[src/rtl/mds_cfg.svh]
`ifndef MDS_CFG_SVH
`define MDS_CFG_SVH

// core clock period in ns (100 MHz)
`define MDS_CLK_NS 32'hA

// register word indices on the avalon slave (byte address = 4 * index)
`define MDS_REG_CMD 3'h0
`define MDS_REG_ADDR 3'h1
`define MDS_REG_WDATA 3'h2
`define MDS_REG_RDATA 3'h3
`define MDS_REG_SER 3'h4

// field positions
`define MDS_CMD_OP_LSB 0
`define MDS_ADDR_ROW_LSB 0
`define MDS_ADDR_COL_LSB 16
`define MDS_WDATA_MASK_LSB 4
`define MDS_SER_DIS_BIT 8
`define MDS_SER_SHIFT_BIT 9

// strobe phase length: least time, rounded up
`define MDS_PHASE_NS 32'h1E
`define MDS_PHASE_CYC (2'((`MDS_PHASE_NS + `MDS_CLK_NS - 32'h1) / `MDS_CLK_NS))

// serial clock half period: least time, rounded up
`define MDS_SCLK_HALF_NS 32'h3C
`define MDS_SCLK_HALF_CYC (4'((`MDS_SCLK_HALF_NS + `MDS_CLK_NS - 32'h1) / `MDS_CLK_NS))

// longest row strobe low time: 100 us, rounded down
`define MDS_RAS_MAX_US 32'h64
`define MDS_RAS_MAX_CYC ((`MDS_RAS_MAX_US * 32'h3E8) / `MDS_CLK_NS)

// refresh: 512 rows every 8 ms, interval rounded down
`define MDS_REFRESH_MS 32'h8
`define MDS_ROWS 32'h200
`define MDS_REF_INT_CYC (11'((`MDS_REFRESH_MS * 32'hF4240) / (`MDS_ROWS * `MDS_CLK_NS)))

// serial pointer top location
`define MDS_PTR_TOP 9'h1FF

// reset values
`define MDS_SER_DIS_RST 1'h1
`define MDS_DEV_OUT_RST 1'h1

`endif

[src/rtl/mds_pkg.sv]
package mds_pkg;

  // operations that software can order
  typedef enum logic [2:0] {
    OP_READ = 3'h0,
    OP_WRITE = 3'h1,
    OP_MWRITE = 3'h2,
    OP_REFRESH = 3'h3,
    OP_RDXFER = 3'h4,
    OP_WRXFER = 3'h5,
    OP_PSXFER = 3'h6
  } mds_op_t;

  // strobe sequencer states, gray from idle through precharge
  typedef enum logic [2:0] {
    ST_IDLE = 3'h0,
    ST_SETUP = 3'h1,
    ST_ROW = 3'h3,
    ST_COL = 3'h2,
    ST_DATA = 3'h6,
    ST_PRE = 3'h7
  } mds_state_t;

  // true for the three transfer operations
  function automatic logic mds_is_xfer(input mds_op_t op);
    return (op == OP_RDXFER) || (op == OP_WRXFER) || (op == OP_PSXFER);
  endfunction

endpackage

[src/rtl/mds_refresh.sv]
`timescale 1ns/10ps
`include "mds_cfg.svh"

// interval timer that asks for one refresh cycle per row slot
module mds_refresh (
  input wire logic core_clk_in,
  input wire logic rst_in,
  input wire logic ce_in,
  input wire logic ack_in,
  output logic req_out
);

  logic [10:0] cnt_q; // cycles since the last slot
  logic req_q; // pending refresh

  // free running slot counter
  always_ff @(posedge core_clk_in) begin
    if (rst_in) begin
      cnt_q <= 11'h0;
    end else if (ce_in) begin
      cnt_q <= (cnt_q == `MDS_REF_INT_CYC - 11'h1) ? 11'h0 : cnt_q + 11'h1; // see [RQ19]
    end
  end

  // a new slot wins over the ack so no slot is ever lost
  always_ff @(posedge core_clk_in) begin
    if (rst_in) begin
      req_q <= 1'h0;
    end else if (ce_in) begin
      if (cnt_q == `MDS_REF_INT_CYC - 11'h1) begin
        req_q <= 1'h1; // see [RQ19]
      end else if (ack_in) begin
        req_q <= 1'h0;
      end
    end
  end

  assign req_out = req_q;

endmodule // mds_refresh

[src/rtl/mds_serial.sv]
`timescale 1ns/10ps
`include "mds_cfg.svh"

// serial port engine: makes the serial clock, shifts one word per pulse
module mds_serial (
  input wire logic core_clk_in,
  input wire logic rst_in,
  input wire logic ce_in,
  input wire logic start_in,
  input wire logic [3:0] wdata_in,
  input wire logic host_drives_in,
  input wire logic load_tap_in,
  input wire logic [8:0] tap_in,
  input wire logic [3:0] sio_in,
  output logic sclk_out,
  output logic [3:0] sio_out,
  output logic [3:0] sio_oe_out,
  output logic [3:0] rdata_out,
  output logic [8:0] ptr_out,
  output logic busy_out
);

  logic [3:0] s1_q; // first sync stage
  logic [3:0] s2_q; // second sync stage
  logic [3:0] cnt_q; // half period counter
  logic hi_q; // in high half
  logic busy_q; // pulse in progress
  logic sclk_q; // serial clock pin
  logic [8:0] ptr_q; // mirror of the device pointer
  logic [3:0] rd_q; // last captured word
  logic [3:0] out_q; // word being driven
  logic oe_q; // drive enable
  logic half_end;
  logic rise;

  assign half_end = busy_q && (cnt_q == `MDS_SCLK_HALF_CYC - 4'h1);
  assign rise = half_end && !hi_q;

  // pin synchroniser
  always_ff @(posedge core_clk_in) begin
    if (rst_in) begin
      s1_q <= 4'h0;
      s2_q <= 4'h0;
    end else if (ce_in) begin
      s1_q <= sio_in;
      s2_q <= s1_q;
    end
  end

  // low half first gives the written word setup time before the rise
  always_ff @(posedge core_clk_in) begin
    if (rst_in) begin
      busy_q <= 1'h0;
      hi_q <= 1'h0;
      cnt_q <= 4'h0;
      sclk_q <= 1'h0;
    end else if (ce_in) begin
      if (!busy_q) begin
        busy_q <= start_in; // see [RQ7]
        cnt_q <= 4'h0;
      end else if (half_end) begin
        cnt_q <= 4'h0;
        hi_q <= !hi_q;
        sclk_q <= !hi_q; // see [RQ1]
        busy_q <= !hi_q;
      end else begin
        cnt_q <= cnt_q + 4'h1;
      end
    end
  end

  // pointer mirror: tap load, then one step per rising edge even when disabled
  always_ff @(posedge core_clk_in) begin
    if (rst_in) begin
      ptr_q <= 9'h0;
    end else if (ce_in) begin
      if (load_tap_in) begin
        ptr_q <= tap_in; // see [RQ26]
      end else if (rise) begin
        ptr_q <= (ptr_q == `MDS_PTR_TOP) ? 9'h0 : ptr_q + 9'h1; // see [RQ2] see [RQ3] see [RQ8]
      end
    end
  end

  // data words; capture late in the high half, well after the access delay
  always_ff @(posedge core_clk_in) begin
    if (rst_in) begin
      rd_q <= 4'h0;
      out_q <= 4'h0;
      oe_q <= 1'h0;
    end else if (ce_in) begin
      oe_q <= host_drives_in; // see [RQ9]
      if (start_in && !busy_q) begin
        out_q <= wdata_in;
      end
      if (half_end && hi_q) begin
        rd_q <= s2_q;
      end
    end
  end

  assign sclk_out = sclk_q;
  assign sio_out = out_q;
  assign sio_oe_out = {4{oe_q}};
  assign rdata_out = rd_q;
  assign ptr_out = ptr_q;
  assign busy_out = busy_q;

  property p_ptr_wrap;
    @(posedge core_clk_in) disable iff (rst_in)
    (ce_in && rise && !load_tap_in && ptr_q == `MDS_PTR_TOP) |=> (ptr_q == 9'h0);
  endproperty
  a_ptr_wrap: assert property (p_ptr_wrap) else $error("pointer did not wrap to zero"); // see [RQ3]

  property p_ptr_inc;
    @(posedge core_clk_in) disable iff (rst_in)
    (ce_in && rise && !load_tap_in && ptr_q != `MDS_PTR_TOP) |=> (ptr_q == $past(ptr_q) + 9'h1);
  endproperty
  a_ptr_inc: assert property (p_ptr_inc) else $error("pointer did not step by one"); // see [RQ2]

  property p_sclk_idle;
    @(posedge core_clk_in) disable iff (rst_in)
    (!busy_q && !start_in) |=> (!sclk_q)[*2];
  endproperty
  a_sclk_idle: assert property (p_sclk_idle) else $error("serial clock moved while idle"); // see [RQ7]

endmodule // mds_serial

[src/rtl/mds_host_ctrl.sv]
`timescale 1ns/10ps
`include "mds_cfg.svh"

// Operation
// [RQ1] device shifts one word per serial rise
// [RQ2] nine bit pointer steps each serial rise
// [RQ3] pointer wraps from 511 to 0
// [RQ4] serial read starts at read transfer tap
// [RQ5] serial write starts at transfer tap
// [RQ6] serial clock still during every transfer
// [RQ7] stop serial clock while port idles
// [RQ8] disabled port still advances pointer
// [RQ9] serial pin direction follows last transfer
// [RQ10] write transfer keeps input mode
// [RQ11] pseudo transfer only flips to input
// [RQ12] pins at row strobe fall select mode
// [RQ13] write transfer copies buffer to row
// [RQ14] serial traffic independent except transfers
// [RQ15] serial buffer is 512 by 4
// [RQ16] repeated read transfers keep refresh going
// [RQ17] row strobe low at most 100 us
// [RQ18] mask holds through fast page writes
// [RQ19] refresh all 512 rows per 8 ms
// [RQ20] any ordinary cycle refreshes its row
// [RQ21] column first refresh uses internal counter
// [RQ22] hidden refresh keeps read data out
// [RQ23] mask pins: zero blocks, one writes
// [RQ24] read transfer ends at enable rise
// [RQ25] row then column address on pins
// [RQ26] pointer takes tap when transfer ends
module mds_host_ctrl
  import mds_pkg::*;
#(
  parameter int unsigned RAS_MAX_CYC = `MDS_RAS_MAX_CYC
) (
  input wire logic core_clk_in,
  input wire logic rst_in,
  input wire logic ce_in,
  input wire logic [2:0] avs_address_in,
  input wire logic avs_read_in,
  input wire logic avs_write_in,
  input wire logic [31:0] avs_writedata_in,
  output logic [31:0] avs_readdata_out,
  output logic avs_waitrequest_out,
  output logic row_strobe_n_out,
  output logic col_strobe_n_out,
  output logic [8:0] addr_out,
  output logic transfer_or_output_enable_n_out,
  output logic masked_write_or_write_enable_n_out,
  output logic serial_port_enable_n_out,
  output logic serial_shift_clock_out,
  input wire logic [3:0] mask_and_data_pins_in,
  output logic [3:0] mask_and_data_pins_out,
  output logic [3:0] mask_and_data_pins_oe_out,
  input wire logic [3:0] serial_data_pins_in,
  output logic [3:0] serial_data_pins_out,
  output logic [3:0] serial_data_pins_oe_out
);

  // software visible state
  logic [8:0] row_q; // row for the next cycle
  logic [8:0] col_q; // column or tap for the next cycle
  logic [3:0] wdata_q; // random write data
  logic [3:0] mask_q; // write mask for masked writes
  logic [3:0] rd_q; // last random read word
  logic ser_dis_q; // serial port disabled (enable pin high)
  logic pend_q; // ordered operation waiting to run
  mds_op_t pend_op_q; // the waiting operation
  logic ser_dev_out_q; // device serial port in output mode

  // sequencer
  mds_state_t st_q; // strobe sequencer state
  mds_op_t op_q; // operation being run
  logic [1:0] ph_q; // cycle within a phase
  logic last_ph; // last cycle of a phase
  logic xfer_act; // a transfer owns the device
  logic xfer_end; // transfer just completed
  logic ref_req; // refresh slot pending
  logic ref_ack; // refresh cycle starting
  logic cmd_go; // ordered operation starting

  // pin registers and their next values
  logic ras_q, ras_d;
  logic cas_q, cas_d;
  logic [8:0] addr_q, addr_d;
  logic dt_q, dt_d;
  logic we_q, we_d;
  logic se_q, se_d;
  logic [3:0] dq_q, dq_d;
  logic dq_oe_q, dq_oe_d;

  // data pin synchroniser
  logic [3:0] dq_s1_q;
  logic [3:0] dq_s2_q;

  // bus side
  logic rd_ack_q; // read answered this cycle
  logic [31:0] rdata_q; // registered read data
  logic wr_blocked; // write must wait
  logic wr_take; // write accepted
  logic ser_shift_req; // write asks for a serial pulse

  // serial engine
  logic ser_busy;
  logic [3:0] ser_rd;
  logic [8:0] ser_ptr;

  // assertion helper: row strobe low time
  logic [13:0] ras_cnt_q;

  assign last_ph = (ph_q == `MDS_PHASE_CYC - 2'h1);
  assign xfer_act = (st_q != ST_IDLE) && mds_is_xfer(op_q);
  assign xfer_end = ce_in && (st_q == ST_PRE) && (ph_q == 2'h0) && mds_is_xfer(op_q);
  // refresh outranks ordered work; a transfer waits for the serial pulse to finish
  assign ref_ack = ce_in && (st_q == ST_IDLE) && ref_req;
  assign cmd_go = ce_in && (st_q == ST_IDLE) && !ref_req && pend_q
                  && !(mds_is_xfer(pend_op_q) && ser_busy); // see [RQ6]

  // sequencer state and phase counter
  always_ff @(posedge core_clk_in) begin
    if (rst_in) begin
      st_q <= ST_IDLE;
      ph_q <= 2'h0;
      op_q <= OP_READ;
    end else if (ce_in) begin
      if (st_q == ST_IDLE) begin
        ph_q <= 2'h0;
        if (ref_ack) begin
          op_q <= OP_REFRESH; // see [RQ19] see [RQ16]
          st_q <= ST_SETUP;
        end else if (cmd_go) begin
          op_q <= pend_op_q;
          st_q <= ST_SETUP;
        end
      end else if (!last_ph) begin
        ph_q <= ph_q + 2'h1;
      end else begin
        ph_q <= 2'h0;
        unique case (st_q)
          ST_SETUP: st_q <= ST_ROW;
          ST_ROW: st_q <= ST_COL;
          ST_COL: st_q <= ST_DATA;
          ST_DATA: st_q <= ST_PRE;
          ST_PRE: st_q <= ST_IDLE;
          default: st_q <= ST_IDLE;
        endcase
      end
    end
  end

  // pin levels per state; mode pins stand from setup through the row strobe fall
  always_comb begin
    ras_d = 1'h1;
    cas_d = 1'h1;
    addr_d = row_q;
    dt_d = 1'h1;
    we_d = 1'h1;
    se_d = ser_dis_q;
    dq_d = 4'h0;
    dq_oe_d = 1'h0;
    if (st_q != ST_IDLE && st_q != ST_PRE) begin
      // row strobe falls in the row phase and stays low through the data phase
      ras_d = (st_q == ST_SETUP); // see [RQ17]
      unique case (op_q)
        OP_REFRESH: begin
          cas_d = 1'h0; // see [RQ21] see [RQ12]
        end
        OP_RDXFER: begin
          dt_d = 1'h0; // see [RQ12]
        end
        OP_WRXFER: begin
          dt_d = 1'h0;
          we_d = 1'h0;
          se_d = 1'h0; // see [RQ12] see [RQ13]
        end
        OP_PSXFER: begin
          dt_d = 1'h0;
          we_d = 1'h0;
          se_d = 1'h1; // see [RQ11] see [RQ12]
        end
        OP_MWRITE: begin
          we_d = (st_q != ST_SETUP && st_q != ST_ROW);
          dq_d = mask_q; // see [RQ23]
          dq_oe_d = 1'h1;
        end
        default: begin
        end
      endcase
      if (st_q == ST_COL || st_q == ST_DATA) begin
        // column phase: tap or column on the pins, column strobe low
        addr_d = col_q; // see [RQ25] see [RQ4] see [RQ5]
        // column strobe waits a cycle so address, data and write enable settle first
        if (st_q == ST_DATA || ph_q != 2'h0) begin
          cas_d = 1'h0;
        end
        if (op_q == OP_READ) begin
          dt_d = 1'h0;
        end
        if (op_q == OP_WRITE || op_q == OP_MWRITE) begin
          we_d = 1'h0; // early write, outputs stay off
          dq_d = wdata_q;
          dq_oe_d = 1'h1;
        end
      end
    end
  end

  // pin registers; the enable rise in precharge ends a transfer
  always_ff @(posedge core_clk_in) begin
    if (rst_in) begin
      ras_q <= 1'h1;
      cas_q <= 1'h1;
      addr_q <= 9'h0;
      dt_q <= 1'h1;
      we_q <= 1'h1;
      se_q <= `MDS_SER_DIS_RST;
      dq_q <= 4'h0;
      dq_oe_q <= 1'h0;
    end else if (ce_in) begin
      ras_q <= ras_d;
      cas_q <= cas_d;
      addr_q <= addr_d;
      dt_q <= dt_d; // see [RQ24]
      we_q <= we_d;
      se_q <= se_d;
      dq_q <= dq_d;
      dq_oe_q <= dq_oe_d;
    end
  end

  // random read data come back through two flops before anyone looks
  always_ff @(posedge core_clk_in) begin
    if (rst_in) begin
      dq_s1_q <= 4'h0;
      dq_s2_q <= 4'h0;
      rd_q <= 4'h0;
    end else if (ce_in) begin
      dq_s1_q <= mask_and_data_pins_in;
      dq_s2_q <= dq_s1_q;
      if (st_q == ST_DATA && last_ph && op_q == OP_READ) begin
        rd_q <= dq_s2_q;
      end
    end
  end

  // serial direction mirror; a write transfer in input mode stays input
  always_ff @(posedge core_clk_in) begin
    if (rst_in) begin
      ser_dev_out_q <= `MDS_DEV_OUT_RST;
    end else if (xfer_end) begin
      ser_dev_out_q <= (op_q == OP_RDXFER); // see [RQ9] see [RQ10] see [RQ11]
    end
  end

  // bus write decode; a serial pulse never overlaps a transfer
  assign ser_shift_req = (avs_address_in == `MDS_REG_SER) && avs_writedata_in[`MDS_SER_SHIFT_BIT];
  always_comb begin
    wr_blocked = 1'h0;
    if (avs_address_in == `MDS_REG_CMD) begin
      wr_blocked = pend_q;
    end else if (ser_shift_req) begin
      wr_blocked = ser_busy || xfer_act || (pend_q && mds_is_xfer(pend_op_q)); // see [RQ6] see [RQ14]
    end
  end
  assign wr_take = ce_in && avs_write_in && !wr_blocked;
  assign avs_waitrequest_out = (avs_read_in && !rd_ack_q) || (avs_write_in && (wr_blocked || !ce_in));

  // software registers; the command clears as the sequencer takes it
  always_ff @(posedge core_clk_in) begin
    if (rst_in) begin
      row_q <= 9'h0;
      col_q <= 9'h0;
      wdata_q <= 4'h0;
      mask_q <= 4'h0;
      ser_dis_q <= `MDS_SER_DIS_RST;
      pend_q <= 1'h0;
      pend_op_q <= OP_READ;
    end else if (ce_in) begin
      if (cmd_go) begin
        pend_q <= 1'h0;
      end
      if (wr_take) begin
        unique case (avs_address_in)
          `MDS_REG_CMD: begin
            pend_q <= 1'h1;
            pend_op_q <= mds_op_t'(avs_writedata_in[`MDS_CMD_OP_LSB +: 3]);
          end
          `MDS_REG_ADDR: begin
            row_q <= avs_writedata_in[`MDS_ADDR_ROW_LSB +: 9];
            col_q <= avs_writedata_in[`MDS_ADDR_COL_LSB +: 9];
          end
          `MDS_REG_WDATA: begin
            wdata_q <= avs_writedata_in[3:0];
            mask_q <= avs_writedata_in[`MDS_WDATA_MASK_LSB +: 4];
          end
          `MDS_REG_SER: begin
            ser_dis_q <= avs_writedata_in[`MDS_SER_DIS_BIT]; // see [RQ8]
          end
          default: begin
          end
        endcase
      end
    end
  end

  // reads answer one cycle after they are seen; unmapped reads give zero
  always_ff @(posedge core_clk_in) begin
    if (rst_in) begin
      rd_ack_q <= 1'h0;
      rdata_q <= 32'h0;
    end else if (ce_in) begin
      rd_ack_q <= avs_read_in && !rd_ack_q;
      if (avs_read_in && !rd_ack_q) begin
        unique case (avs_address_in)
          `MDS_REG_CMD: rdata_q <= {28'h0, ref_req, ser_busy, ser_dev_out_q, pend_q || (st_q != ST_IDLE)};
          `MDS_REG_ADDR: rdata_q <= {7'h0, col_q, 7'h0, row_q};
          `MDS_REG_WDATA: rdata_q <= {24'h0, mask_q, wdata_q};
          `MDS_REG_RDATA: rdata_q <= {28'h0, rd_q};
          `MDS_REG_SER: rdata_q <= {7'h0, ser_ptr, 7'h0, ser_dis_q, 4'h0, ser_rd};
          default: rdata_q <= 32'h0;
        endcase
      end
    end
  end

  // helper for the row strobe ceiling
  always_ff @(posedge core_clk_in) begin
    if (rst_in) begin
      ras_cnt_q <= 14'h0;
    end else if (ce_in) begin
      ras_cnt_q <= ras_q ? 14'h0 : ras_cnt_q + 14'h1;
    end
  end

  mds_refresh mds_refresh_inst (
    .core_clk_in(core_clk_in),
    .rst_in(rst_in),
    .ce_in(ce_in),
    .ack_in(ref_ack),
    .req_out(ref_req)
  );

  mds_serial mds_serial_inst (
    .core_clk_in(core_clk_in),
    .rst_in(rst_in),
    .ce_in(ce_in),
    .start_in(wr_take && ser_shift_req),
    .wdata_in(avs_writedata_in[3:0]),
    .host_drives_in(!ser_dev_out_q),
    .load_tap_in(xfer_end),
    .tap_in(col_q),
    .sio_in(serial_data_pins_in),
    .sclk_out(serial_shift_clock_out),
    .sio_out(serial_data_pins_out),
    .sio_oe_out(serial_data_pins_oe_out),
    .rdata_out(ser_rd),
    .ptr_out(ser_ptr),
    .busy_out(ser_busy)
  );

  assign avs_readdata_out = rdata_q;
  assign row_strobe_n_out = ras_q;
  assign col_strobe_n_out = cas_q;
  assign addr_out = addr_q;
  assign transfer_or_output_enable_n_out = dt_q;
  assign masked_write_or_write_enable_n_out = we_q;
  assign serial_port_enable_n_out = se_q;
  assign mask_and_data_pins_out = dq_q;
  assign mask_and_data_pins_oe_out = {4{dq_oe_q}};

  property p_no_sclk_xfer;
    @(posedge core_clk_in) disable iff (rst_in)
    (xfer_act && $past(xfer_act)) |-> $stable(serial_shift_clock_out);
  endproperty
  a_no_sclk_xfer: assert property (p_no_sclk_xfer) else $error("serial clock moved in a transfer"); // see [RQ6]

  property p_ras_max;
    @(posedge core_clk_in) disable iff (rst_in)
    !ras_q |-> (ras_cnt_q < RAS_MAX_CYC);
  endproperty
  a_ras_max: assert property (p_ras_max) else $error("row strobe low too long"); // see [RQ17]

  property p_ref_issue;
    @(posedge core_clk_in) disable iff (rst_in)
    (ce_in && st_q == ST_IDLE && ref_req) |=> (st_q == ST_SETUP && op_q == OP_REFRESH);
  endproperty
  a_ref_issue: assert property (p_ref_issue) else $error("refresh slot not taken"); // see [RQ19]

  property p_rdxfer_decode;
    @(posedge core_clk_in) disable iff (rst_in)
    ($fell(row_strobe_n_out) && op_q == OP_RDXFER) |-> (!dt_q && we_q && cas_q);
  endproperty
  a_rdxfer_decode: assert property (p_rdxfer_decode) else $error("bad read transfer mode pins"); // see [RQ12]

  property p_mask_pins;
    @(posedge core_clk_in) disable iff (rst_in)
    ($fell(row_strobe_n_out) && op_q == OP_MWRITE) |-> (dq_oe_q && dq_q == mask_q && !we_q);
  endproperty
  a_mask_pins: assert property (p_mask_pins) else $error("mask not on pins at row fall"); // see [RQ23]

  property p_col_addr;
    @(posedge core_clk_in) disable iff (rst_in)
    ($fell(col_strobe_n_out) && op_q != OP_REFRESH) |-> (addr_q == col_q && !ras_q);
  endproperty
  a_col_addr: assert property (p_col_addr) else $error("column not on pins at column fall"); // see [RQ25]

  property p_dir_read;
    @(posedge core_clk_in) disable iff (rst_in)
    (xfer_end && op_q == OP_RDXFER && ce_in) |=> ser_dev_out_q ##1 (serial_data_pins_oe_out == 4'h0);
  endproperty
  a_dir_read: assert property (p_dir_read) else $error("still driving after read transfer"); // see [RQ9]

  property p_tap_load;
    @(posedge core_clk_in) disable iff (rst_in)
    xfer_end |=> (ser_ptr == $past(col_q));
  endproperty
  a_tap_load: assert property (p_tap_load) else $error("pointer mirror missed the tap"); // see [RQ26]

endmodule // mds_host_ctrl

[config.mk]
export PLATFORM = sky130hd
export DESIGN_NAME = mds_host_ctrl
export DESIGN_NICKNAME = d
export VERILOG_FILES = /design/src/rtl/mds_pkg.sv /design/src/rtl/mds_refresh.sv /design/src/rtl/mds_serial.sv /design/src/rtl/mds_host_ctrl.sv
export VERILOG_INCLUDE_DIRS = /design/src /design/src/rtl
export SDC_FILE = /design/constraint.sdc
export NUM_CORES = 1
export LEC_CHECK = 0
export ABC_AREA = 1
export BUFFER_PORTS_ARGS = -buffer_cell sky130_fd_sc_hd__buf_4
export CAP_MARGIN = 20
export CORE_ASPECT_RATIO = 0.75
export CORE_UTILIZATION = 56
export DETAILED_ROUTE_END_ITERATION = 10
export PLACE_DENSITY = 0.8
export SLEW_MARGIN = 20
export SYNTH_ARGS = -nofsm -noshare
export SYNTH_HDL_FRONTEND = slang
export SYNTH_SLANG_ARGS = --single-unit
[constraint.sdc]
create_clock -name core_clk_in -period 1.9 [get_ports core_clk_in]
set_input_delay 0.38 -clock core_clk_in [delete_from_list [all_inputs] [get_ports core_clk_in]]
set_output_delay 0.38 -clock core_clk_in [all_outputs]
set_load 0.01 [all_outputs]
=== After elaboration in Yosys (flattened, before gate mapping) ===
Index checks and enable logic that the tools add are counted.

* $add $sub $neg: 4
* Eq/ne operators: 26
* Mux-type cells: 50
* Reduce and logical (&&, ||, !) cells: 70

{| class="wikitable"
|+ Operator list
! cell !! count
|-
| one-hot mux 25 bit (5 select lines) || 1
|-
| two-way mux 9 bit || 5
|-
| == test 3 bit (second input constant) || 9
|-
| two-way mux 1 bit || 26
|-
| logical AND 1 bit || 25
|-
| two-way mux 4 bit || 6
|-
| AND reduction 3 bit || 7
|-
| == test 3 x 2 -> 1 bit (second input constant) || 6
|-
| two-way mux 3 bit || 6
|-
| logical OR 1 bit || 12
|-
| one-hot mux 3 bit (4 select lines) || 1
|-
| AND reduction 2 bit || 6
|-
| adder 11 x 1 -> 11 bit (second input constant) || 1
|-
| == test 11 bit (second input constant) || 1
|-
| two-way mux 11 bit || 1
|-
| nonzero test 2 bit || 5
|-
| adder 9 x 1 -> 9 bit (second input constant) || 1
|-
| == test 3 x 1 -> 1 bit (second input constant) || 3
|-
| == test 9 bit (second input constant) || 1
|-
| zero test 3 bit || 3
|-
| zero test 1 bit || 8
|-
| inequality test 3 x 2 -> 1 bit (second input constant) || 2
|-
| adder 4 x 1 -> 4 bit (second input constant) || 1
|-
| == test 4 x 3 -> 1 bit (second input constant) || 1
|-
| other kinds (10) || 12
|}

* Bits in registers: 148
* Input bits: 48
* Word-level logic and storage cells: 185

=== Longest topological paths before layout ===
Gate-level depths: netlist of run 1.

* Word-level depth: 13
* Mapped depth: 13

=== Modules after synthesis ===
A second synthesis of run 1 with hierarchy kept.

* Cells, all modules: 934
* Area, all modules: 6,412.4 um^2

{| class="wikitable"
|+ Modules (own cells, without submodules)
! module !! instances !! cells an instance !! area an instance (um^2)
|-
| mds_host_ctrl || 1 || 616 || 4,222.8
|-
| mds_serial || 1 || 232 || 1,591.5
|-
| mds_refresh || 1 || 86 || 598.1
|}

=== Worst setup path before layout of run 1 ===
No wires, ideal clock.

* Path type: register to register
* Start point: register mds_serial_inst.ptr_q[0], in the netlist mds_serial_inst.ptr_out[0]
* End point: register mds_serial_inst.ptr_q[3], in the netlist mds_serial_inst.ptr_out[3]
* Setup time: 0.113 ns
* Arrival: 1.581 ns
* Required time: 1.787 ns
* Path slack: 0.206 ns
* Cell stages (with the launch flop): 14
* Period minus slack after synthesis: 1.694 ns
* Cells stage by stage: dfxtp_1 ha_1 nand2_1 nor2_1 nand3_1 nor3_1 ha_1 inv_1 nand2_1 inv_2 nand2_1 o21ai_1 o21ai_1 inv_1

* Cells in the longest elaborated chain, start to end: 4

{| class="wikitable"
|+ RTL lines
! element !! RTL line !! text
|-
| start, declared || mds_serial.sv:29 || <nowiki>logic [8:0] ptr_q;</nowiki>
|-
| start signal, assigned || mds_serial.sv:78 || <nowiki>ptr_q <= tap_in;</nowiki>
|-
| start signal, assigned || mds_serial.sv:80 || <nowiki>ptr_q <= (ptr_q == `MDS_PTR_TOP) ? 9'h0 : ptr_q + 9'h1;</nowiki>
|-
| adder 9 x 1 -> 9 bit or == test 9 bit (tied branches) || - ||
|-
| two-way mux 9 bit (*) || mds_serial.sv:80 ||
|-
| two-way mux 9 bit (*) || mds_serial.sv:79 || <nowiki>end else if (rise) begin</nowiki>
|-
| two-way mux 9 bit (*) || mds_serial.sv:77 || <nowiki>if (load_tap_in) begin</nowiki>
|}

Mark *: on every way between the ends. The rest lies on a longest branch, timed or not. The select of a mux whose other input is x is not followed.
A chain may end at the register's enable or synchronous reset.

=== Worst setup path in the final report of run 1 ===
* Start point: register op_q[2]
* End point: output avs_waitrequest_out

* Cells in the longest elaborated chain, start to end: 11

{| class="wikitable"
|+ RTL lines
! element !! RTL line !! text
|-
| start, declared || mds_host_ctrl.sv:73 || <nowiki>mds_op_t op_q;</nowiki>
|-
| start signal, assigned || mds_host_ctrl.sv:132 || <nowiki>op_q <= pend_op_q;</nowiki>
|-
| == test 3 bit || mds_pkg.sv:26 || <nowiki>return (op == OP_RDXFER) || (op == OP_WRXFER) || (op == OP_PSXFER);</nowiki>
|-
| logical OR 1 bit || mds_pkg.sv:26 ||
|-
| logical OR 1 bit (*) || mds_pkg.sv:26 ||
|-
| logical AND 1 bit (*) || mds_host_ctrl.sv:112 || <nowiki>assign xfer_act = (st_q != ST_IDLE) && mds_is_xfer(op_q);</nowiki>
|-
| logical OR 1 bit (*) (2 in a row) || mds_host_ctrl.sv:262 || <nowiki>wr_blocked = ser_busy || xfer_act || (pend_q && mds_is_xfer(pend_op_q));</nowiki>
|-
| two-way mux 1 bit (*) || mds_host_ctrl.sv:261 || <nowiki>end else if (ser_shift_req) begin</nowiki>
|-
| two-way mux 1 bit (*) || mds_host_ctrl.sv:259 || <nowiki>if (avs_address_in == `MDS_REG_CMD) begin</nowiki>
|-
| logical OR 1 bit (*) || mds_host_ctrl.sv:266 || <nowiki>assign avs_waitrequest_out = (avs_read_in && !rd_ack_q) || (avs_write_in && (wr_blocked || !ce_in));</nowiki>
|-
| logical AND 1 bit (*) || mds_host_ctrl.sv:266 ||
|-
| logical OR 1 bit (*) || mds_host_ctrl.sv:266 ||
|-
| end, declared || mds_host_ctrl.sv:44 || <nowiki>output logic avs_waitrequest_out,</nowiki>
|}

Mark *: on every way between the ends. The rest lies on a longest branch, timed or not.

==> metrics.csv, run 1 <==
stage,metric,value,unit
route,via count,5860,
timing,worst slew pin tran,0.524,ns
worst_setup_path,Setup crit start kind,register,
clock_network,Max clock buf depth,2,
route,Detailed Routing Iterations Pass 1,5,
pwr,VDD IR-drop max,0.656,mV
worst_setup_path,worst path cell trace,inv_4 -> a21oi_2 -> nand2_4 -> nand3_4 -> a21oi_4 -> o22ai_2 -> buf_4,
worst_setup_path,CP Max Fanout,6,
clock_network,root buffer cell,clkbuf_16,
layout,Synth-to-Final Area Change,21.6,%
placement,I/O Buffers,84,
route,Avg Vias per Cell,5.29,
yosys,area of the mapped netlist,6200,sq um
outcome,outcome,finished clean,
layout,fraction of layout cells with a size suffix above 1,18.6,%
clock_network,worst skew pair latency,0.42,ns
layout,Nets,1014,
timing,Final Skew,0.0106,ns
timing,final hold violation count,0,
global_route,met3 usage,6.10,%
route,DRT iter0 DRCs,735,
worst_setup_path,slowest CP cell,dfxtp_4,
worst_setup_path,Critical Path Sink Type,output port,
worst_setup_path,Required @ worst endpoint,1.52,ns
global_route,total grt overflow,0,
yosys,Syn Area/Cell,7.11,sq um
global_route,met1 Usage GRT,40.2,%
clock_network,CTS tree,yes,
pwr,total power,6.37,mW
die,row cnt,32,
clock_network,H-tree depth,4,
flow_run,MaxCap Viol Count,0,
timing,fin crit share,98.0,%
die,die area,11500,sq um
worst_setup_path,Setup CP Type,register to output port,
yosys,post-synthesis mux area share,0,%
die,I/O pin total,112,
global_route,Tot GR Track Use,28.7,%
timing,Tmin final,1.86,ns
hold_path,Worst Hold Launch,avs_writedata_in[21],
clock_network,number of CTS-inserted buffers,17,
pwr,Cell Pwr Density,845,nW/um^2
timing,Max Slew Vio Count,0,
yosys,Post-Synthesis Cells,872,
yosys,largest family of logic cells by synthesized area,simple AND/OR/NAND/NOR gates,
route,DRT Wirelength,15800,um
clock_network,clk sink count,134,
yosys,"EDFF count, synth",0,
clock_network,Worst-path clk slew,0.06,ns
placement,dpl hpwl,10700,um
global_route,met2 Use GR,43.9,%
die,Die Wd,124,um
timing,Worst slew margin,65.0,%
hold_path,Hold WC Path Type,input pin to register,
yosys,post-synthesis compound-gate area fraction,15.3,%
pwr,leakage power,3.47,nW
placement,GP Congestion,0.913,
layout,antenna diode count,0,
timing,maximum clock frequency,537,MHz
die,core area,10500,sq um
timing,Final setup violation count,0,
worst_setup_path,Reg-to-Reg Start,st_q[0]$_SDFFE_PP0P_,
worst_setup_path,Worst Setup SP,op_q[2]$_SDFFE_PP0P_,
global_route,initial antenna violation count,0,
yosys,xor/xnor share of the synthesized area,0.847,%
worst_setup_path,CP max stage delay,0.38,ns
global_route,"Most Used Layer, Global Route",met2,
yosys,"Top FF cell, synth",dfxtp_1,
worst_setup_path,Worst EP arrival,1.48,ns
yosys,warnings from Yosys,0,
yosys,"flops & latches, synth",134,
yosys,sequential share of the synthesized area,43.3,%
die,DIE HEIGHT,93.1,um
timing,RSZ-0062 raised after global routing,no,
global_route,first-pass GRT wire length,25100,um
clock_network,hold buffers post-CTS,0,
yosys,Synth cell types,42,
route,WL/cell,14.3,um
route,Post-route DRC,0,
yosys,Post-synth ARST share,0,%
yosys,Adder-Cell Fraction of Synth Area,1.21,%
route,ANT nets after route,0,
timing,Setup Total Neg Slack,0,ns
yosys,Synth Area in Simple Gates,27.6,%
die,Initial Util,58.9,%
global_route,largest net degree at the start of global routing,85,
global_route,vias in the first global route,5108,
[per-stage QoR]
stage / cell area, sq um / util (%) / worst slack, ns / instances / hold slack, ns
floorplan: 6250 / - / 0.206 / 885 / 0.430
global placement: 6900 / 65.5 / 0.136 / 1072 / 0.440
detailed placement: 6900 / 65.5 / 0.0856 / 1072 / 0.447
CTS: 7510 / 71.3 / 0.00981 / 1107 / 0.176
global route: 7540 / 71.6 / 0.000782 / 1107 / 0.178
finish: 7540 / 71.6 / 0.0387 / 1107 / 0.188
[area by class of cell]
type	instances	area (sq um)
sequential	134	2700
tap	136	170
clock buffer	21	460
fill	884	2990
timing repair buffer	113	873
inverter	99	379
multi-input combinational	595	2880
clock inverter	9	80.1
[worst max-delay path, delay by kind of cell, from the launching register on]
family | cells | cell delay (ns)
buffers and inverters | 2 | 0.20
AO/OA/AOI/OAI | 3 | 0.34
flip-flops | 1 | 0.38
AND/OR/NAND/NOR | 2 | 0.14
[cell usage after synthesis (2+ instances only)]
| cell | number | area [sq um] |
|---|---|---|
| a211oi_1 | 3 | 22.5 |
| nand3_1 | 27 | 135 |
| dfxtp_1 | 134 | 2680 |
| nor3_1 | 8 | 40.0 |
| nand4_4 | 2 | 42.5 |
| buf_2 | 8 | 40.0 |
| a31oi_1 | 3 | 18.8 |
| nand4_1 | 8 | 50.1 |
| nand3_4 | 2 | 35.0 |
| o21ai_1 | 3 | 15.0 |
| ha_1 | 6 | 75.1 |
| and3_1 | 2 | 12.5 |
| nor3b_1 | 2 | 15.0 |
| a21oi_1 | 65 | 325 |
| buf_6 | 4 | 45.0 |
| clkbuf_1 | 18 | 67.6 |
| buf_4 | 27 | 203 |
| inv_2 | 8 | 30.0 |
| nand2_1 | 191 | 717 |
| o22ai_1 | 20 | 125 |
| nor2_1 | 138 | 518 |
| o31ai_1 | 2 | 15.0 |
| nand2_2 | 5 | 31.3 |
| o21ai_0 | 63 | 315 |
| inv_1 | 89 | 334 |
| xor2_1 | 5 | 43.8 |
| o211ai_1 | 14 | 105 |
[repair_timing]
action | CTS | global route
resized for setup | 11 | 10
setup endpoints to repair | 1 | 10
gates cloned | 0 | 0
buffers inserted | 5 | 0
pin swaps | 3 | 3
[cell families after synthesis]
| logic type | Yosys count |
|---|---|
| AND/OR/NAND/NOR | 395 |
| AO/OA/AOI/OAI | 174 |
| buffers and inverters | 156 |
| flip-flops | 134 |
| XOR/XNOR | 6 |
| adder cells (fa/ha/maj) | 6 |
| other | 1 |
[placed cells by master (no fill, tap or decap), types with 17 or more instances in the layout]
cell type and n:
dfxtp_1 129, buf_4 111, nand2_1 191, inv_1 87, nor2_1 137, o21ai_0 63, a21oi_1 63, nand3_1 26
clkbuf_16 17, o22ai_1 19
[layer usage]
| metal | share of wire [%] | routed length, um |
|---|---|---|
| met3 | 8.0 | 1260 |
| met2 | 44 | 6940 |
| met4 | 1.4 | 224 |
| met1 | 47 | 7430 |
| met5 | 0 | 0 |
[path summary, 6_finish.rpt]
path / endpoint / slack, ns / depth (start not counted)
worst max-delay path: avs_waitrequest_out / 0.04 / 7
worst min-delay path: col_q[5]$_SDFFE_PP0P_ / 0.19 / 3
worst max register to register: col_q[2]$_SDFFE_PP0P_ / 0.10 / 9
worst min register to register: rd_q[1]$_SDFFE_PP0P_ / 0.45 / 2
[power by group]
| group | total [mW] | leakage [nW] | internal (mW) | switching, mW |
|---|---|---|---|---|
| Sequential | 2.91 | 1.09 | 2.87 | 0.0365 |
| Combinational | 0.434 | 2.12 | 0.165 | 0.269 |
| Clock | 3.03 | 0.268 | 1.84 | 1.19 |
| Total | 6.37 | 3.47 | 4.88 | 1.50 |
[state kept, by name, indices dropped and copies added (netlist names), 4 cells and up]
signal,flops
mds_serial_inst.cnt_q,4
mds_refresh_inst.cnt_q,11
wdata_q,4
dq_s2_q,4
avs_readdata_out,18
mds_serial_inst.s2_q,4
mds_serial_inst.rdata_out,4
rd_q,4
col_q,9
mask_q,4
mask_and_data_pins_out,4
mds_serial_inst.ptr_out,9
mds_serial_inst.s1_q,4
row_q,9
dq_s1_q,4
addr_out,9
mds_serial_inst.sio_out,4
(Power assumes the default switching activity.)
==> run 2: changes to the inputs <==
--- a/config.mk
+++ b/config.mk
@@ -6,13 +6,12 @@
 export SDC_FILE = /design/constraint.sdc
 export NUM_CORES = 1
 export LEC_CHECK = 0
-export ABC_AREA = 1
 export BUFFER_PORTS_ARGS = -buffer_cell sky130_fd_sc_hd__buf_4
 export CAP_MARGIN = 20
 export CORE_ASPECT_RATIO = 0.75
 export CORE_UTILIZATION = 56
 export DETAILED_ROUTE_END_ITERATION = 10
-export PLACE_DENSITY = 0.8
+export PLACE_DENSITY = 0.84
 export SLEW_MARGIN = 20
 export SYNTH_ARGS = -nofsm -noshare
 export SYNTH_HDL_FRONTEND = slang
==> metrics.csv, run 2 <==
stage,metric,value,unit,change
outcome,outcome,finished with violations,,
outcome,failing checks,setup timing,,
pwr,Cell Pwr Density,793,nW/um^2,-6.1%
yosys,share of the synthesized area in the top cell type,43.4,%,+0.19 points
clock_network,number of CTS-inserted buffers,17,,unchanged
worst_setup_path,Worst Setup SP,st_q[0]$_SDFFE_PP0P_,,
yosys,post-synthesis mux area share,9.85,%,+9.8 points
worst_setup_path,Worst path top cell family by delay,compound AO/OA/AOI/OAI gates,,
timing,Tmin final,2.20,ns,+0.343 ns
worst_setup_path,Setup CP Type,register to output port,,
global_route,total grt overflow,0,,unchanged
timing,Worst slew margin,47.5,%,-17 points
worst_setup_path,CP max stage delay,0.41,ns,+0.03 ns
global_route,vias in the first global route,5611,,+9.8%
yosys,Syn Area/Cell,8.83,sq um,+24%
yosys,synth top area cells,"dfxtp_1, mux2i_1, nor2_1",,
clock_network,root buffer cell,clkbuf_16,,
route,Avg Vias per Cell,6.12,,+16%
timing,Max Slew Vio Count,0,,unchanged
layout,register area,2690,sq um,-0.19%
yosys,most common cell in the netlist,dfxtp_1,,
worst_setup_path,Required @ worst endpoint,1.52,ns,about the same
worst_setup_path,Reg-to-Reg Start,mds_serial_inst.ptr_out[1]$_SDFFE_PP0P_,,
worst_setup_path,flop-to-flop setup slack,-0.17,ns,-0.27 ns
global_route,first-pass GRT wire length,27300,um,+8.8%
yosys,"flops & latches, synth",134,,unchanged
pwr,leakage power,3.26,nW,-6.1%
timing,WHS,0.197,ns,+0.00949 ns
clock_network,Max clock buf depth,2,,unchanged
layout,fraction of layout cells with a size suffix above 1,26.5,%,+7.8 points
yosys,"Top FF cell, synth",dfxtp_1,,
layout,antenna diode count,0,,unchanged
yosys,top post-synthesis cells by count,"dfxtp_1, nor2_1, nand2_1",,
yosys,Post-Synthesis Cells,699,,-20%
clock_network,CTS tree,yes,,
timing,Final Skew,0.00832,ns,-0.00226 ns
placement,placed cell area,7190,sq um,+4.2%
layout,"most common cell after layout, fill and taps aside",buf_4,,
route,DRT iter0 DRCs,647,,-12%
route,WL/cell,17.8,um,+24%
placement,I/O Buffers,84,,unchanged
pwr,VDD IR-drop max,0.710,mV,+8.3%
die,DIE HEIGHT,92.9,um,-0.21%
worst_setup_path,r2r worst-path depth,7,,-2
route,via count,5853,,-0.12%
layout,fillers,726,,-18%
timing,RSZ-0062 raised after global routing,yes,,
layout,Largest register FFs,18,,unchanged
worst_setup_path,Critical Path Sink Type,output port,,
worst_setup_path,CP Max Fanout,3,,-3
yosys,warnings from Yosys,0,,unchanged
worst_setup_path,WP buf/inv,1,,-1
placement,dpl ws,-0.289,ns,-0.374 ns
clock_network,H-tree depth,4,,unchanged
yosys,sequential share of the synthesized area,43.4,%,+0.19 points
timing,maximum clock frequency,454,MHz,-16%
route,Detailed Routing Iterations Pass 1,6,,+1
worst_setup_path,crit path capture,avs_waitrequest_out,,
yosys,Synth area leader,dfxtp_1,,
clock_network,hold buffers post-CTS,0,,unchanged
timing,worst slew pin tran,0.786,ns,+0.261 ns
clock_network,Worst-path clk slew,0.06,ns,about the same
clock_network,worst skew pair latency,0.42,ns,about the same
layout,area of the multi-input gates,3250,sq um,+13%
layout,Synth-to-Final Area Change,26.9,%,
yosys,post-synthesis compound-gate area fraction,17.9,%,+2.6 points
global_route,Tot GR Track Use,30.9,%,+2.1 points
timing,post-route setup slack,-0.304,ns,-0.343 ns
yosys,"EDFF count, synth",0,,unchanged
die,core area,10500,sq um,-0.38%
die,Initial Util,58.9,%,about the same
layout,"Core Util, Final",74.7,%,+3.1 points
layout,design area,7830,sq um,+3.9%
placement,dpl hpwl,11900,um,+12%
route,Post-route DRC,0,,unchanged
yosys,Synth Area in Simple Gates,19.0,%,-8.6 points
clock_network,clk sink count,134,,unchanged
die,Die Wd,123,um,-0.22%
die,I/O pin total,112,,unchanged
timing,fin crit share,116,%,+18 points
worst_setup_path,critical path depth,5,,-2
worst_setup_path,slowest CP cell,or3_4,,
worst_setup_path,Worst R2R End,mds_serial_inst.ptr_out[6]$_SDFFE_PP0P_,,
placement,GP Congestion,0.954,,+4.4%
yosys,largest family of logic cells by synthesized area,simple AND/OR/NAND/NOR gates,,
timing,Final setup violation count,5,,+5
route,DRT Wirelength,17000,um,+7.3%
worst_setup_path,Setup crit start kind,register,,
worst_setup_path,worst path cell trace,or3_4 -> a221oi_4 -> o21ai_1 -> a22o_1 -> buf_6,,
global_route,largest net degree at the start of global routing,77,,-9.4%
die,row cnt,32,,unchanged
die,die area,11500,sq um,-0.43%
worst_setup_path,Worst EP arrival,1.82,ns,+0.34 ns
hold_path,Hold WC Path Type,input pin to register,,
global_route,initial antenna violation count,0,,unchanged
yosys,area of the mapped netlist,6170,sq um,-0.44%
flow_run,MaxCap Viol Count,0,,unchanged
yosys,Post-synth ARST share,0,%,unchanged
yosys,Adder-Cell Fraction of Synth Area,1.22,%,+0.0054 points
timing,final hold violation count,0,,unchanged
yosys,xor/xnor share of the synthesized area,1.84,%,+1.0 points
pwr,total power,6.21,mW,-2.5%
yosys,Synth cell types,68,,+62%
layout,Nets,862,,-15%
route,ANT nets after route,0,,unchanged
layout,most frequent cells in the layout,"buf_4, dfxtp_1, nor2_1",,
-- run 2: power by group --
part	internal [mW]	total [mW]	leakage [nW]	switching [mW]
Combinational	0.180	0.427	1.93	0.247
Sequential	2.86	2.90	1.09	0.0382
Clock	1.65	2.89	0.245	1.24
-- run 2: layer usage --
layer	global-route usage, %	vias to the layer above	wire, um
met4	13.6	0	455
met5	0	-	0
met1	38.3	2810	6890
met2	50.0	288	8310
met3	8.19	57	1340
li1	-	2698	-
-- run 2: what timing repair did --
action,CTS,global route
buffers inserted,2,2
resized for setup,12,9
endpoints found under the hold margin,0,0
endpoints found under the setup margin,6,7
pin swaps,10,7
-- run 2: cell families after synthesis --
group / Yosys count
flops: 134
compound gates: 154
xor+xnor: 13
fa+ha+maj: 6
buf+inv: 86
simple gates: 246
mux: 59
other cells: 1
-- run 2: layout make-up --
type | count | area share [%]
Clock buffer | 19 | 5.53
Clock inverter | 12 | 1.05
Inverter | 12 | 0.607
Multi-Input combinational cell | 492 | 41.5
Sequential cell | 134 | 34.4
Tap cell | 136 | 2.17
Timing Repair Buffer | 151 | 14.8
-- run 2: worst reg2reg max path: stages, from the launching register on --
cell,delay (ns)
dfxtp_4,0.35
ha_4,0.16
inv_4,0.05
nor3_4,0.04
ha_2,0.18
or4_4,0.55
or4_1,0.42
a311oi_1,0.23
-- run 2: stage by stage --
stage	TNS, ns	instances
after floorplan	-0.532	712
after global placement	-1.06	921
after detailed placement	-2.18	921
after CTS	-0.571	954
after global routing	-1.02	956
final	-0.608	956
-- run 2: worst min-delay path by stage --
stage                                               start                               endpoint  cells past startpoint
floorplan                           row_q[3]$_SDFFE_PP0P_                  row_q[3]$_SDFFE_PP0P_                      2
global placement                    row_q[8]$_SDFFE_PP0P_                  row_q[8]$_SDFFE_PP0P_                      2
detailed placement  serial_port_enable_n_out$_SDFFE_PP1P_  serial_port_enable_n_out$_SDFFE_PP1P_                      2
CTS                                serial_data_pins_in[2]   mds_serial_inst.s1_q[2]$_SDFFE_PP0P_                      3
global route                     mask_and_data_pins_in[0]                dq_s1_q[0]$_SDFFE_PP0P_                      3
finish                           mask_and_data_pins_in[2]                dq_s1_q[2]$_SDFFE_PP0P_                      3
